===== config.mk =====
export PLATFORM = sky130hd
export DESIGN_NAME = vim_device_flat
export DESIGN_NICKNAME = d
export VERILOG_FILES = /design/src/hdl/vim_pkg.sv /design/src/hdl/vim_link_if.sv /design/src/hdl/vim_device.sv /design/src/flat_wrapper.sv
export SDC_FILE = /design/constraint.sdc
export NUM_CORES = 1
export LEC_CHECK = 0
export BUFFER_PORTS_ARGS = -buffer_cell sky130_fd_sc_hd__buf_4
export CAP_MARGIN = 20
export CELL_PAD_IN_SITES_DETAIL_PLACEMENT = 1
export CELL_PAD_IN_SITES_GLOBAL_PLACEMENT = 1
export CORE_MARGIN = 3
export CORE_UTILIZATION = 48
export CTS_BUF_LIST = sky130_fd_sc_hd__clkbuf_8
export CTS_CLUSTER_SIZE = 10
export DETAILED_ROUTE_END_ITERATION = 16
export GPL_TIMING_DRIVEN = 0
export PLACE_DENSITY = 0.95
export SLEW_MARGIN = 20
export SYNTH_ARGS = -nofsm -noshare
export SYNTH_HDL_FRONTEND = slang
export SYNTH_SLANG_ARGS = --single-unit
export TNS_END_PERCENT = 50

===== constraint.sdc =====
create_clock -name pclk -period 9 [get_ports pclk]
set_clock_uncertainty 0.15 [all_clocks]
set_input_delay 0.9 -clock pclk [delete_from_list [all_inputs] [get_ports pclk]]
set_output_delay 0.9 -clock pclk [all_outputs]
set_load 0.01 [all_outputs]

===== src/hdl/vim_pkg.sv =====
// Shared constants and types for the voltage input register map link
package vim_pkg;
  // ==========================================================
  // Function codes and exception codes
  localparam logic [7:0] FC_READ_BITS    = 8'h02;
  localparam logic [7:0] FC_READ_HOLDING = 8'h03;
  localparam logic [7:0] FC_READ_INPUT   = 8'h04;
  localparam logic [7:0] EXC_ILLEGAL_FC  = 8'h01;
  localparam logic [7:0] EXC_ILLEGAL_ADR = 8'h02;
  // ==========================================================
  // Area bases, direct offset scheme
  localparam logic [15:0] DIR_ALLOC_INPUT = 16'h0000;
  localparam logic [15:0] DIR_SLOT_VALUE  = 16'h0100;
  localparam logic [15:0] DIR_SLOT_STATUS = 16'h0300;
  localparam logic [15:0] DIR_SLOT_TYPE   = 16'h0400;
  localparam logic [15:0] DIR_ALLOC_HOLD  = 16'h0600;
  localparam logic [15:0] DIR_STATUS_BITS = 16'h0800;
  // Area bases, legacy offset scheme (30001, 35000, 35200, 35300, 16200, 14001)
  localparam logic [15:0] LEG_ALLOC_INPUT = 16'h7531;
  localparam logic [15:0] LEG_SLOT_VALUE  = 16'h88b8;
  localparam logic [15:0] LEG_SLOT_STATUS = 16'h8980;
  localparam logic [15:0] LEG_SLOT_TYPE   = 16'h89e4;
  localparam logic [15:0] LEG_ALLOC_HOLD  = 16'h3f48;
  localparam logic [15:0] LEG_STATUS_BITS = 16'h36b1;
  localparam int          BITS_PER_SLOT   = 8;
  // ==========================================================
  // Channel word and status word layout
  localparam int          VALUE_LSB       = 4;
  localparam logic [15:0] VALUE_MASK      = 16'hfff0;
  localparam int          ST_INVALID      = 8;
  localparam int          ST_FAULT        = 9;
  localparam int          ST_SIM          = 10;
  localparam int          ST_INACTIVE     = 11;
  localparam int          ST_LINE_FAULT   = 12;
  // Percent in hundredths: -25.00 % .. 125.00 %, 400 points per percent
  localparam logic signed [15:0] PCT_MIN  = -16'sd2500;
  localparam logic signed [15:0] PCT_MAX  = 16'sd12500;
  localparam logic [17:0]        PTS_ZERO = 18'h02710;
  localparam logic [2:0]         PTS_PER_HUNDREDTH = 3'h4;
  // Rate filter tick: 10 ms at 100 MHz; step per tick is rate * 4 points
  localparam int          CLK_HZ          = 100_000_000;
  localparam int          TICK_MS         = 10;
  localparam int          TICK_CYCLES     = CLK_HZ / 1000 * TICK_MS;
  localparam logic [2:0]  STEP_PER_RATE   = 3'h4;
  // ==========================================================
  // Modes
  typedef enum logic [1:0] {ERR_CURRENT, ERR_SUBST, ERR_LAST} vim_err_type;
  // Host APB register offsets
  localparam logic [7:0] REG_CMD    = 8'h00;
  localparam logic [7:0] REG_ADDR   = 8'h04;
  localparam logic [7:0] REG_RESULT = 8'h08;
  localparam logic [7:0] REG_STATUS = 8'h0c;
  localparam int         CMD_GO     = 8;
  localparam int         CMD_LEGACY = 9;
endpackage


===== src/hdl/vim_link_if.sv =====
// Request and answer link between register map master and device
`timescale 1ns/1ps
interface vim_link_if;
  logic        req_valid;
  logic [7:0]  req_fc;
  logic        req_legacy;
  logic [15:0] req_addr;
  logic        rsp_valid;
  logic        rsp_exc;
  logic [15:0] rsp_data;
  modport dev_mp  (input req_valid, req_fc, req_legacy, req_addr,
                   output rsp_valid, rsp_exc, rsp_data);
  modport host_mp (output req_valid, req_fc, req_legacy, req_addr,
                   input rsp_valid, rsp_exc, rsp_data);
endinterface


===== src/hdl/vim_device.sv =====
// Voltage input module data path and register map slave end
//
// Operation
// - Process value is one unsigned 16-bit word
// - 12-bit value in top bits, low four empty
// - Allocated input words read with code 4
// - Allocated data also in holding area, code 3
// - Slot process value at 256 plus slot
// - Status bits at 2048 plus 8*slot plus bit-8
// - Status word 768, type word 1024, per slot
// - Direct and legacy numbering both reach data
// - No line fault detection, never reported
// - Normal forwards live, simulation forwards simulated value
// - Current value mode forwards field signal unchanged
// - Substitute mode forwards substitute, flagged invalid
// - Last valid mode holds value before fault
// - Channel active only while module enabled
// - Sim and substitute limited to -25..125 percent
// - Rate filter off at zero, else limits slope
`timescale 1ns/1ps
module vim_device #(
  parameter int          TICK_LEN   = vim_pkg::TICK_CYCLES,
  parameter logic [15:0] SLOT       = 16'h0000,
  parameter logic [15:0] ALLOC_ADDR = 16'h0000,
  parameter logic [15:0] TYPE_CODE  = 16'h00a5  // Arbitrary type code value
) (
  // Clock and reset
  input  wire logic                pclk,
  input  wire logic                presetn,
  // Link to master
  vim_link_if.dev_mp               link,
  // Field measurement
  input  wire logic [11:0]         meas_value,
  input  wire logic                meas_fault,
  // Module settings
  input  wire logic                module_enable,
  input  wire logic                sim_mode,
  input  wire vim_pkg::vim_err_type err_mode,
  input  wire logic signed [15:0]  sim_pct,
  input  wire logic                sim_invalid,
  input  wire logic signed [15:0]  subst_pct,
  input  wire logic [15:0]         rate_pct_s,
  // Channel result
  output logic [15:0]              chan_word,
  output logic [15:0]              status_word
);
  // ==========================================================
  // Helpers
  // Clamp percent to the accepted span and convert to points
  function automatic logic [15:0] pct_to_word(input logic signed [15:0] p);
    logic signed [15:0] c;
    logic [17:0]        pts;
    c = p;
    if (c < vim_pkg::PCT_MIN) begin
      c = vim_pkg::PCT_MIN;
    end
    if (c > vim_pkg::PCT_MAX) begin
      c = vim_pkg::PCT_MAX;
    end
    pts = 18'(signed'(18'(c)) * signed'({15'h0000, vim_pkg::PTS_PER_HUNDREDTH}))
          + vim_pkg::PTS_ZERO;
    return pts[15:0] & vim_pkg::VALUE_MASK;
  endfunction

  // True when the address equals the area base plus the given index
  function automatic logic in_area(input logic [15:0] a, input logic [15:0] base,
                                   input logic [15:0] idx);
    return a == base + idx;
  endfunction

  // ==========================================================
  // Field input synchroniser
  // The converter runs on its own timing, so value and fault pass two
  // flip-flops before any logic reads them. Limitation: the word is not
  // gray coded, so the converter must hold it steady for three cycles
  logic [11:0] meas_meta_q;
  logic [11:0] meas_sync_q;
  logic        fault_meta_q;
  logic        fault_sync_q;

  // Two stage capture; value and fault move together
  always_ff @(posedge pclk or negedge presetn) begin
    if (!presetn) begin
      meas_meta_q  <= 12'h000;
      meas_sync_q  <= 12'h000;
      fault_meta_q <= 1'b0;
      fault_sync_q <= 1'b0;
    end else begin
      meas_meta_q  <= meas_value;
      meas_sync_q  <= meas_meta_q;
      fault_meta_q <= meas_fault;
      fault_sync_q <= fault_meta_q;
    end
  end

  // ==========================================================
  // Rate filter
  logic [31:0] tick_cnt_q;
  logic [15:0] filt_q;
  wire  [15:0] live_word = 16'(meas_sync_q) << vim_pkg::VALUE_LSB;
  wire         tick      = tick_cnt_q == 32'(TICK_LEN - 1);
  wire  [17:0] step      = 18'(rate_pct_s) * 18'(vim_pkg::STEP_PER_RATE);
  // Upper limit gets a spare bit so a large rate cannot wrap around
  wire  [18:0] up_lim    = 19'(filt_q) + 19'(step);
  wire  [17:0] dn_lim    = (18'(filt_q) > step) ? 18'(filt_q) - step : 18'h00000;
  wire  [15:0] filt_d    = (19'(live_word) > up_lim) ? up_lim[15:0] :
                           (18'(live_word) < dn_lim) ? dn_lim[15:0] : live_word;
  wire  [15:0] field_word = (rate_pct_s == 16'h0000) ? live_word
                                                     : (filt_q & vim_pkg::VALUE_MASK);

  // Tick divider and slope limited follower
  always_ff @(posedge pclk or negedge presetn) begin
    if (!presetn) begin
      tick_cnt_q <= 32'h0;
      filt_q     <= 16'h0000;
    end else begin
      tick_cnt_q <= tick ? 32'h0 : tick_cnt_q + 32'h1;
      if (rate_pct_s == 16'h0000) begin
        filt_q <= live_word;
      end else if (tick) begin
        filt_q <= filt_d;
      end
    end
  end

  // ==========================================================
  // Operating and error mode selection
  logic [15:0] last_valid_q;
  wire  [15:0] sim_word   = pct_to_word(sim_pct);
  wire  [15:0] subst_word = pct_to_word(subst_pct);
  wire         fault_act  = fault_sync_q && !sim_mode;
  wire  [15:0] err_word   = (err_mode == vim_pkg::ERR_SUBST) ? subst_word :
                            (err_mode == vim_pkg::ERR_LAST)  ? last_valid_q :
                            field_word;
  wire  [15:0] mode_word  = sim_mode  ? sim_word :
                            fault_act ? err_word : field_word;
  wire         invalid    = (sim_mode && sim_invalid) ||
                            (fault_act && err_mode == vim_pkg::ERR_SUBST);
  wire  [15:0] word_d     = module_enable ? mode_word : 16'h0000;
  wire  [15:0] stat_d     = 16'(module_enable & invalid) << vim_pkg::ST_INVALID
                          | 16'(module_enable & fault_act) << vim_pkg::ST_FAULT
                          | 16'(module_enable & sim_mode) << vim_pkg::ST_SIM
                          | 16'(!module_enable) << vim_pkg::ST_INACTIVE;
  // Line fault bit stays zero: no wiring check exists

  // Capture of channel word, status and last healthy value
  always_ff @(posedge pclk or negedge presetn) begin
    if (!presetn) begin
      last_valid_q <= 16'h0000;
      chan_word    <= 16'h0000;
      status_word  <= 16'h0000;
    end else begin
      if (!fault_sync_q) begin
        last_valid_q <= field_word;
      end
      chan_word   <= word_d;
      status_word <= stat_d;
    end
  end

  // ==========================================================
  // Address decode for both numbering schemes
  wire        leg  = link.req_legacy;
  wire [15:0] a    = link.req_addr;
  wire [15:0] b_ai = leg ? vim_pkg::LEG_ALLOC_INPUT : vim_pkg::DIR_ALLOC_INPUT;
  wire [15:0] b_sv = leg ? vim_pkg::LEG_SLOT_VALUE  : vim_pkg::DIR_SLOT_VALUE;
  wire [15:0] b_ss = leg ? vim_pkg::LEG_SLOT_STATUS : vim_pkg::DIR_SLOT_STATUS;
  wire [15:0] b_st = leg ? vim_pkg::LEG_SLOT_TYPE   : vim_pkg::DIR_SLOT_TYPE;
  wire [15:0] b_ah = leg ? vim_pkg::LEG_ALLOC_HOLD  : vim_pkg::DIR_ALLOC_HOLD;
  wire [15:0] b_sb = leg ? vim_pkg::LEG_STATUS_BITS : vim_pkg::DIR_STATUS_BITS;
  wire [15:0] bit_base = b_sb + 16'(vim_pkg::BITS_PER_SLOT) * SLOT;
  wire [15:0] bit_off  = a - bit_base;
  wire        bit_hit  = a >= bit_base && bit_off < 16'(vim_pkg::BITS_PER_SLOT);
  wire [15:0] bit_val  = 16'(status_word[vim_pkg::ST_INVALID + 32'(bit_off[2:0])]);
  wire        fc_in    = link.req_fc == vim_pkg::FC_READ_INPUT;
  wire        fc_hold  = link.req_fc == vim_pkg::FC_READ_HOLDING;
  wire        fc_bits  = link.req_fc == vim_pkg::FC_READ_BITS;
  wire        hit_ai   = fc_in && in_area(a, b_ai, ALLOC_ADDR);
  wire        hit_sv   = fc_in && in_area(a, b_sv, SLOT);
  wire        hit_ss   = fc_in && in_area(a, b_ss, SLOT);
  wire        hit_st   = fc_in && in_area(a, b_st, SLOT);
  wire        hit_ah   = fc_hold && in_area(a, b_ah, ALLOC_ADDR);
  wire        hit_sb   = fc_bits && bit_hit;
  wire        fc_ok    = fc_in || fc_hold || fc_bits;
  wire        any_hit  = hit_ai || hit_sv || hit_ss || hit_st || hit_ah || hit_sb;
  wire [15:0] rd_data  = (hit_ai || hit_sv || hit_ah) ? chan_word :
                         hit_ss ? status_word :
                         hit_st ? TYPE_CODE :
                         hit_sb ? bit_val : 16'h0000;
  wire [15:0] exc_data = fc_ok ? 16'(vim_pkg::EXC_ILLEGAL_ADR)
                               : 16'(vim_pkg::EXC_ILLEGAL_FC);
  wire        take     = link.req_valid && !link.rsp_valid;

  // One answer per request, one cycle after it is taken
  // A request still high while its answer shows is not taken twice
  always_ff @(posedge pclk or negedge presetn) begin
    if (!presetn) begin
      link.rsp_valid <= 1'b0;
      link.rsp_exc   <= 1'b0;
      link.rsp_data  <= 16'h0000;
    end else begin
      link.rsp_valid <= take;
      if (take) begin
        link.rsp_exc  <= !any_hit;
        link.rsp_data <= any_hit ? rd_data : exc_data;
      end
    end
  end
endmodule


===== src/flat_wrapper.sv =====
// flat-port wrapper written by rule: the top's interface ports become plain ports
module vim_device_flat 
#(
  parameter int          TICK_LEN   = vim_pkg::TICK_CYCLES,
  parameter logic [15:0] SLOT       = 16'h0000,
  parameter logic [15:0] ALLOC_ADDR = 16'h0000,
  parameter logic [15:0] TYPE_CODE  = 16'h00a5                              
)
  (pclk, presetn, meas_value, meas_fault, module_enable, sim_mode, err_mode, sim_pct, sim_invalid, subst_pct, rate_pct_s, chan_word, status_word, link_req_valid, link_req_fc, link_req_legacy, link_req_addr, link_rsp_valid, link_rsp_exc, link_rsp_data);
  vim_link_if link_i ();
  input  wire logic pclk;
  input  wire logic presetn;
  input  wire logic [11:0] meas_value;
  input  wire logic meas_fault;
  input  wire logic module_enable;
  input  wire logic sim_mode;
  input  wire vim_pkg::vim_err_type err_mode;
  input  wire logic signed [15:0] sim_pct;
  input  wire logic sim_invalid;
  input  wire logic signed [15:0] subst_pct;
  input  wire logic [15:0] rate_pct_s;
  output logic [15:0] chan_word;
  output logic [15:0] status_word;
  input wire logic [$bits(link_i.req_valid)-1:0] link_req_valid;
  input wire logic [$bits(link_i.req_fc)-1:0] link_req_fc;
  input wire logic [$bits(link_i.req_legacy)-1:0] link_req_legacy;
  input wire logic [$bits(link_i.req_addr)-1:0] link_req_addr;
  output wire logic [$bits(link_i.rsp_valid)-1:0] link_rsp_valid;
  output wire logic [$bits(link_i.rsp_exc)-1:0] link_rsp_exc;
  output wire logic [$bits(link_i.rsp_data)-1:0] link_rsp_data;
  assign link_i.req_valid = link_req_valid;
  assign link_i.req_fc = link_req_fc;
  assign link_i.req_legacy = link_req_legacy;
  assign link_i.req_addr = link_req_addr;
  assign link_rsp_valid = link_i.rsp_valid;
  assign link_rsp_exc = link_i.rsp_exc;
  assign link_rsp_data = link_i.rsp_data;
  vim_device #(.TICK_LEN(TICK_LEN), .SLOT(SLOT), .ALLOC_ADDR(ALLOC_ADDR), .TYPE_CODE(TYPE_CODE)) u_core (.pclk(pclk), .presetn(presetn), .link(link_i), .meas_value(meas_value), .meas_fault(meas_fault), .module_enable(module_enable), .sim_mode(sim_mode), .err_mode(err_mode), .sim_pct(sim_pct), .sim_invalid(sim_invalid), .subst_pct(subst_pct), .rate_pct_s(rate_pct_s), .chan_word(chan_word), .status_word(status_word));
endmodule

Word level (Yosys, flattened, before mapping)
Index checks and enable logic that the tools add are counted.

storage, ports and cells
  register bits = 140
  output and inout bits = 50

operators by class
  $add $sub $neg = 7
  $lt $le $gt $ge = 10
  equal/unequal tests = 11
  multiplexer cells = 30
  bitwise gates (word level) = 6
  reductions and logical operators = 26

operators by type and width
  kind                      number
  $mux W16                  19
  $eq A16 B16 Y1            5
  $mux W14                  4
  $add A16 B14 Y16 const B  2
  $add A32 B1 Y32 const B   1
  $eq A32 B20 Y1 const B    1
  $gt A16 B15 Y1 const B    2
  $lt A16 B13 Y1 const B    2
  $lt A32 B5 Y1 const B     1
  $mux W32                  1
  $or A16 B16 Y16           2
  $add A16 B18 Y19          1
  $gt A16 B19 Y1            1
  $gt A16 B18 Y1            1
  $lt A16 B18 Y1            1
  $mux W18                  1
  $sub A16 B18 Y18          1
  $eq A8 B2 Y1 const B      2
  $ge A16 B16 Y1            1
  $logic_not A16 Y1         1
  $lt A16 B4 Y1 const B     1
  $or A16 B12 Y16           1
  $sub A16 B16 Y16          1
  $mux W15                  1
  12 further kinds          36

Logic depth before layout (Yosys ltp)
  word-level depth = 10
  mapped depth = 19

Least setup slack after synthesis
OpenSTA, ideal clock, no wires.

  path kind = in2reg
  from = in rate_pct_s[0]
  to = reg u_core.filt_q[7]
  data arrival time = 4.799 ns
  slack = 3.965 ns
  stages on the path = 18
  cells stage by stage = ha_1 inv_1 fa_1 a211oi_1 o21ai_1 nor3b_1 o211a_1 clkbuf_1 nand3_1 ha_1 a211oi_1 o21bai_1 a21o_1 a221oi_1 a2bb2oi_2 o21ai_1 mux2_2 a32oi_1

on the way
  cells in the longest elaborated chain, start to end = 7

ends and longest elaborated chain
  item                                                line                source
  from (decl)                                         flat_wrapper.sv:21  input wire logic [15:0] rate_pct_s;
  $sub A16 B18 Y18 or $gt A16 B18 Y1 (tied branches)  vim_device.sv:105   wire [17:0] dn_lim = (18'(filt_q) > step) ? 18'(filt_q) - step : 18'h00000;
  $mux W18                                            vim_device.sv:105
  $lt A16 B18 Y1                                      vim_device.sv:107   (18'(live_word) < dn_lim) ? dn_lim[15:0] : live_word;
  $mux W16                                            vim_device.sv:107
  $mux W16                                            vim_device.sv:106   wire [15:0] filt_d = (19'(live_word) > up_lim) ? up_lim[15:0] :
  $mux W16                                            vim_device.sv:120   end else if (tick) begin
  $mux W16                                            vim_device.sv:118   if (rate_pct_s == 16'h0000) begin
  to (signal assigned)                                vim_device.sv:119   filt_q <= live_word;
  to (signal assigned)                                vim_device.sv:121   filt_q <= filt_d;
  to (decl)                                           vim_device.sv:99    logic [15:0] filt_q;

Several ways; a longest one is shown, not always the timed one. The select of a mux whose other input is x is not followed.
A chain may end at the register's enable or synchronous reset.

Final worst setup path
  from = in rate_pct_s[5]
  to = reg u_core.filt_q[7]

Same word-level chain as after synthesis.

==> flow_summary.json <==
{
  "result_of_the_run": "finished, final reports clean",
  "maximum_clock_frequency_mhz": 167,
  "net-switching-power_mw": 0.421,
  "final_min_period_over_clock_period_pct": 66.5,
  "synth_seq_area_share_pct": 32.3,
  "layoutNonFillerInstCount": 1499,
  "worstPathArrival_ns": 6.22,
  "timing.setup.tns_ns": 0,
  "clock_latency_ns": 0.46,
  "post_cts_resize_count": 0,
  "yosys_warnings": 0,
  "critPathLaunchType": "primary input",
  "groute.usage.overall_pct": 32.4,
  "path_type_of_the_worst_min_delay_path": "flip-flop to flip-flop",
  "ff_latch_area_um2": 2980,
  "first_global_vias": 10017,
  "grt_start_max_net_pins": 71,
  "antenna_found_initial": 0,
  "min-delay-start": "u_core.fault_meta_q",
  "dpl.hpwl_um": 26100,
  "layout-drive-gt1-share_pct": 16.5,
  "cts_sinks": 119,
  "hold_path_depth": 0,
  "residual_drc": 0,
  "numPortBuffers": 123,
  "cellPowerDensity_nw_per_um2": 124,
  "worst-path-max-fanout": 10,
  "io-pin-count": 144,
  "p_sw_share_pct": 31.1,
  "timing.final.setup_violations": 0,
  "number_of_fill_cells_in_the_layout": 2284,
  "power_leakage_nw": 5.02,
  "syn_avg_cell_area_um2": 8.44,
  "synth.lib_cells_used.distinct": 85,
  "timing.critical_path.buf_inv": 4,
  "hold_violations": 0,
  "multiInputGateArea_um2": 5800,
  "die_width_um": 145,
  "worstReg2RegStart": "u_core.filt_q[7]",
  "fp.dieH_um": 145,
  "timing.critical_path.max_delay_family": "compound AO/OA/AOI/OAI gates",
  "cts-buffers-inserted": 17,
  "firstDrtPassIters": 6,
  "syn-instance-count": 1093,
  "number_of_enable_flip_flop_cells_after_synthesis": 0,
  "antenna-diode-count": 0,
  "finalWirelength_um": 33700,
  "crit_chain": "buf_4, inv_1, ha_1, buf_2, o211ai_1, o21ai_1, nor3b_1, o211a_1, clkbuf_1, nand3_1, ha_1, a21oi_1, nor2_1, a211o_1, a221oi_1, a2bb2oi_2, o21ai_1, mux2_2, a32oi_1",
  "setup.worst_path.end_class": "flip-flop",
  "slew_viol_final": 0,
  "detailroute.via_count": 9583,
  "final_net_count": 1415,
  "fin_crit_ns": 5.98,
  "flop_to_flop_setup_slack_ns": 3.09,
  "core_region_area_um2": 18800,
  "synth.ff_latch_count": 119,
  "die_area_um2": 20900,
  "irDropWorstVdd_v": 0.000103,
  "wire_length_of_the_first_global_routing_pass_um": 53100,
  "dr.first_iter.drc_count": 813,
  "synth_flop_cell": "sky130_fd_sc_hd__dfrtp_1",
  "post_drt_wl_per_cell_um": 22.5,
  "timing.hold.worst_endpoint": "u_core.fault_sync_q",
  "postCtsSetupRepairBufs": 0,
  "synth-async-reset-ratio_pct": 100,
  "critical_path.slowest_cell": "sky130_fd_sc_hd__o21ai_1",
  "final_antenna_net_count": 0,
  "internal-power_mw": 0.933,
  "sequential_share_of_power_pct": 41.5,
  "worst_ep_required_time_ns": 9.23,
  "cell_row_count": 50,
  "cts_buffer_depth": 2,
  "max_slew.worst_pin.slew_ns": 1.00,
  "vias_per_cell": 6.39,
  "dp.cells": 1467,
  "r2r-end": "u_core.filt_q[7]",
  "initial_cell_density_of_the_core_pct": 49.2,
  "finalWeightedCongestion": 0.965,
  "clock_power_share_pct": 37.5,
  "drv_cap": 0,
  "grt.overflow.total": 0,
  "critPathKind": "primary input to flip-flop",
  "r2r_cells": 17,
  "root_buffer": "sky130_fd_sc_hd__clkbuf_8",
  "slew-limit-headroom_pct": 32.9,
  "cts.clk_slew.worst_paths_ns": 0.08,
  "clock_tree.htree_level_count": 4,
  "mappedNetlistArea_um2": 9230,
  "pwr-share-comb_pct": 21.0,
  "rsz0062_at_grt": "no",
  "slowest_delay_ns": 0.80,
  "tritoncts": "done",
  "cts-hold-fix-buffers": 0,
  "area_growth_pct": 18.5
}
[power groups by stage]
stage          Combinational [mW]  Sequential [mW]  Clock (mW)
4_1_cts                     0.280            0.561       0.509
6_report                    0.285            0.562       0.507
3_5_place_dp                0.276            0.571           0
3_3_place_gp                0.260            0.570           0
2_1_floorplan               0.155            0.569           0
5_1_grt                     0.311            0.563       0.531
[layer usage]
metal | track usage [%] | vias up | routed length, um
met5 | 0 | - | 0
met4 | 15.0 | 0 | 1620
met3 | 5.42 | 140 | 2220
met2 | 55.8 | 470 | 16700
met1 | 39.7 | 4712 | 13100
li1 | - | 4261 | -
[state kept, by name (all words and copies together) (netlist names)]
register and flops:
u_core.filt_q 16, u_core.meas_meta_q 12, u_core.meas_sync_q 12, u_core.link.rsp_valid 1
u_core.chan_word 12, u_core.status_word 4, u_core.fault_meta_q 1, u_core.tick_cnt_q 32
u_core.fault_sync_q 1, u_core.link.rsp_exc 1, u_core.last_valid_q 12, u_core.link.rsp_data 15
[cells in the mapped netlist (7+ instances only)]
cell type,n,area share [%]
sky130_fd_sc_hd__a211oi_1,8,0.65
sky130_fd_sc_hd__a21o_1,11,0.89
sky130_fd_sc_hd__a21oi_1,63,3.4
sky130_fd_sc_hd__a221oi_1,7,0.66
sky130_fd_sc_hd__a31oi_1,15,1.0
sky130_fd_sc_hd__and2_1,9,0.61
sky130_fd_sc_hd__and3_1,12,0.81
sky130_fd_sc_hd__and4_1,8,0.76
sky130_fd_sc_hd__buf_2,8,0.43
sky130_fd_sc_hd__buf_4,17,1.4
sky130_fd_sc_hd__clkbuf_1,31,1.3
sky130_fd_sc_hd__dfrtp_1,119,32
sky130_fd_sc_hd__ha_1,67,9.1
sky130_fd_sc_hd__inv_1,54,2.2
sky130_fd_sc_hd__mux2_2,11,1.3
sky130_fd_sc_hd__nand2_1,110,4.5
sky130_fd_sc_hd__nand2b_1,21,1.4
sky130_fd_sc_hd__nand3_1,29,1.6
sky130_fd_sc_hd__nand4_1,19,1.3
sky130_fd_sc_hd__nor2_1,101,4.1
sky130_fd_sc_hd__nor2b_1,19,1.3
sky130_fd_sc_hd__nor3_1,25,1.4
sky130_fd_sc_hd__nor4_1,18,1.2
sky130_fd_sc_hd__o2111ai_1,7,0.66
sky130_fd_sc_hd__o211ai_1,8,0.65
sky130_fd_sc_hd__o21a_1,8,0.65
sky130_fd_sc_hd__o21ai_0,46,2.5
sky130_fd_sc_hd__o21ai_1,25,1.4
sky130_fd_sc_hd__o22ai_1,8,0.54
sky130_fd_sc_hd__or3_1,8,0.54
sky130_fd_sc_hd__xnor2_1,33,3.1
sky130_fd_sc_hd__xor2_1,36,3.4
[cell usage in the layout (no fill, tap or decap), drive strengths merged, types with 10 or more instances in the layout]
cell type  Yosys  final
a211oi        11     11
a21o          11     11
a21oi         65     65
a31oi         15     15
and2          10     10
and3          12     12
buf           26    150
clkbuf        31     48
conb           1     17
dfrtp        119    119
ha            67     67
inv           56     58
mux2          13     13
nand2        110    110
nand2b        21     21
nand3         29     29
nand4         19     19
nor2         101    101
nor2b         19     19
nor3          25     25
nor4          18     18
o21ai         72     72
xnor2         33     33
xor2          36     36
[kinds of logic (layout without fill, tap and decap cells)]
| family | after synthesis | after routing | share of synthesized area [%] |
|---|---|---|---|
| AOI/OAI and AO/OA | 297 | 297 | 22.0 |
| DFF | 119 | 119 | 32.3 |
| xor gates and xnor gates | 69 | 69 | 6.55 |
| adders and majority gates | 69 | 69 | 9.52 |
| and+or+nand+nor | 406 | 406 | 21.8 |
| buffers and inverters | 113 | 269 | 5.48 |
| other | 1 | 17 | 0.0406 |
| muxes | 19 | 19 | 2.37 |
[per-stage QoR]
step	setup slack, ns	hold slack, ns	util [%]	total power [mW]	instance area [um2]
after floorplan	3.97	0.181	-	0.724	9290
after global placement	2.89	0.183	56.0	0.830	10500
after detailed placement	2.73	0.186	56.1	0.847	10500
after CTS	3.18	0.203	58.3	1.35	10900
after global routing	2.71	0.209	58.3	1.40	10900
final	3.02	0.202	58.3	1.35	10900
[cell type report]
class | count | area share (%)
multi-input cells | 877 | 53.1
clock inverters | 15 | 1.50
well taps | 234 | 2.68
inverters | 56 | 1.92
flip-flops and latches | 119 | 27.2
plain buffers | 57 | 2.70
repair buffers | 124 | 8.73
clock buffers | 17 | 2.14
[worst max-delay path by stage]
stage                   from               end  slack [ns]  cells after the start
6_report       rate_pct_s[5]  u_core.filt_q[7]        3.02                     19
2_1_floorplan  rate_pct_s[0]  u_core.filt_q[7]        3.97                     18
3_3_place_gp   rate_pct_s[6]  u_core.filt_q[7]        2.89                     19
4_1_cts        rate_pct_s[0]  u_core.filt_q[7]        3.18                     19
3_5_place_dp   rate_pct_s[0]  u_core.filt_q[7]        2.73                     19
5_1_grt        rate_pct_s[4]  u_core.filt_q[7]        2.71                     19
(Power assumes the default switching activity.)
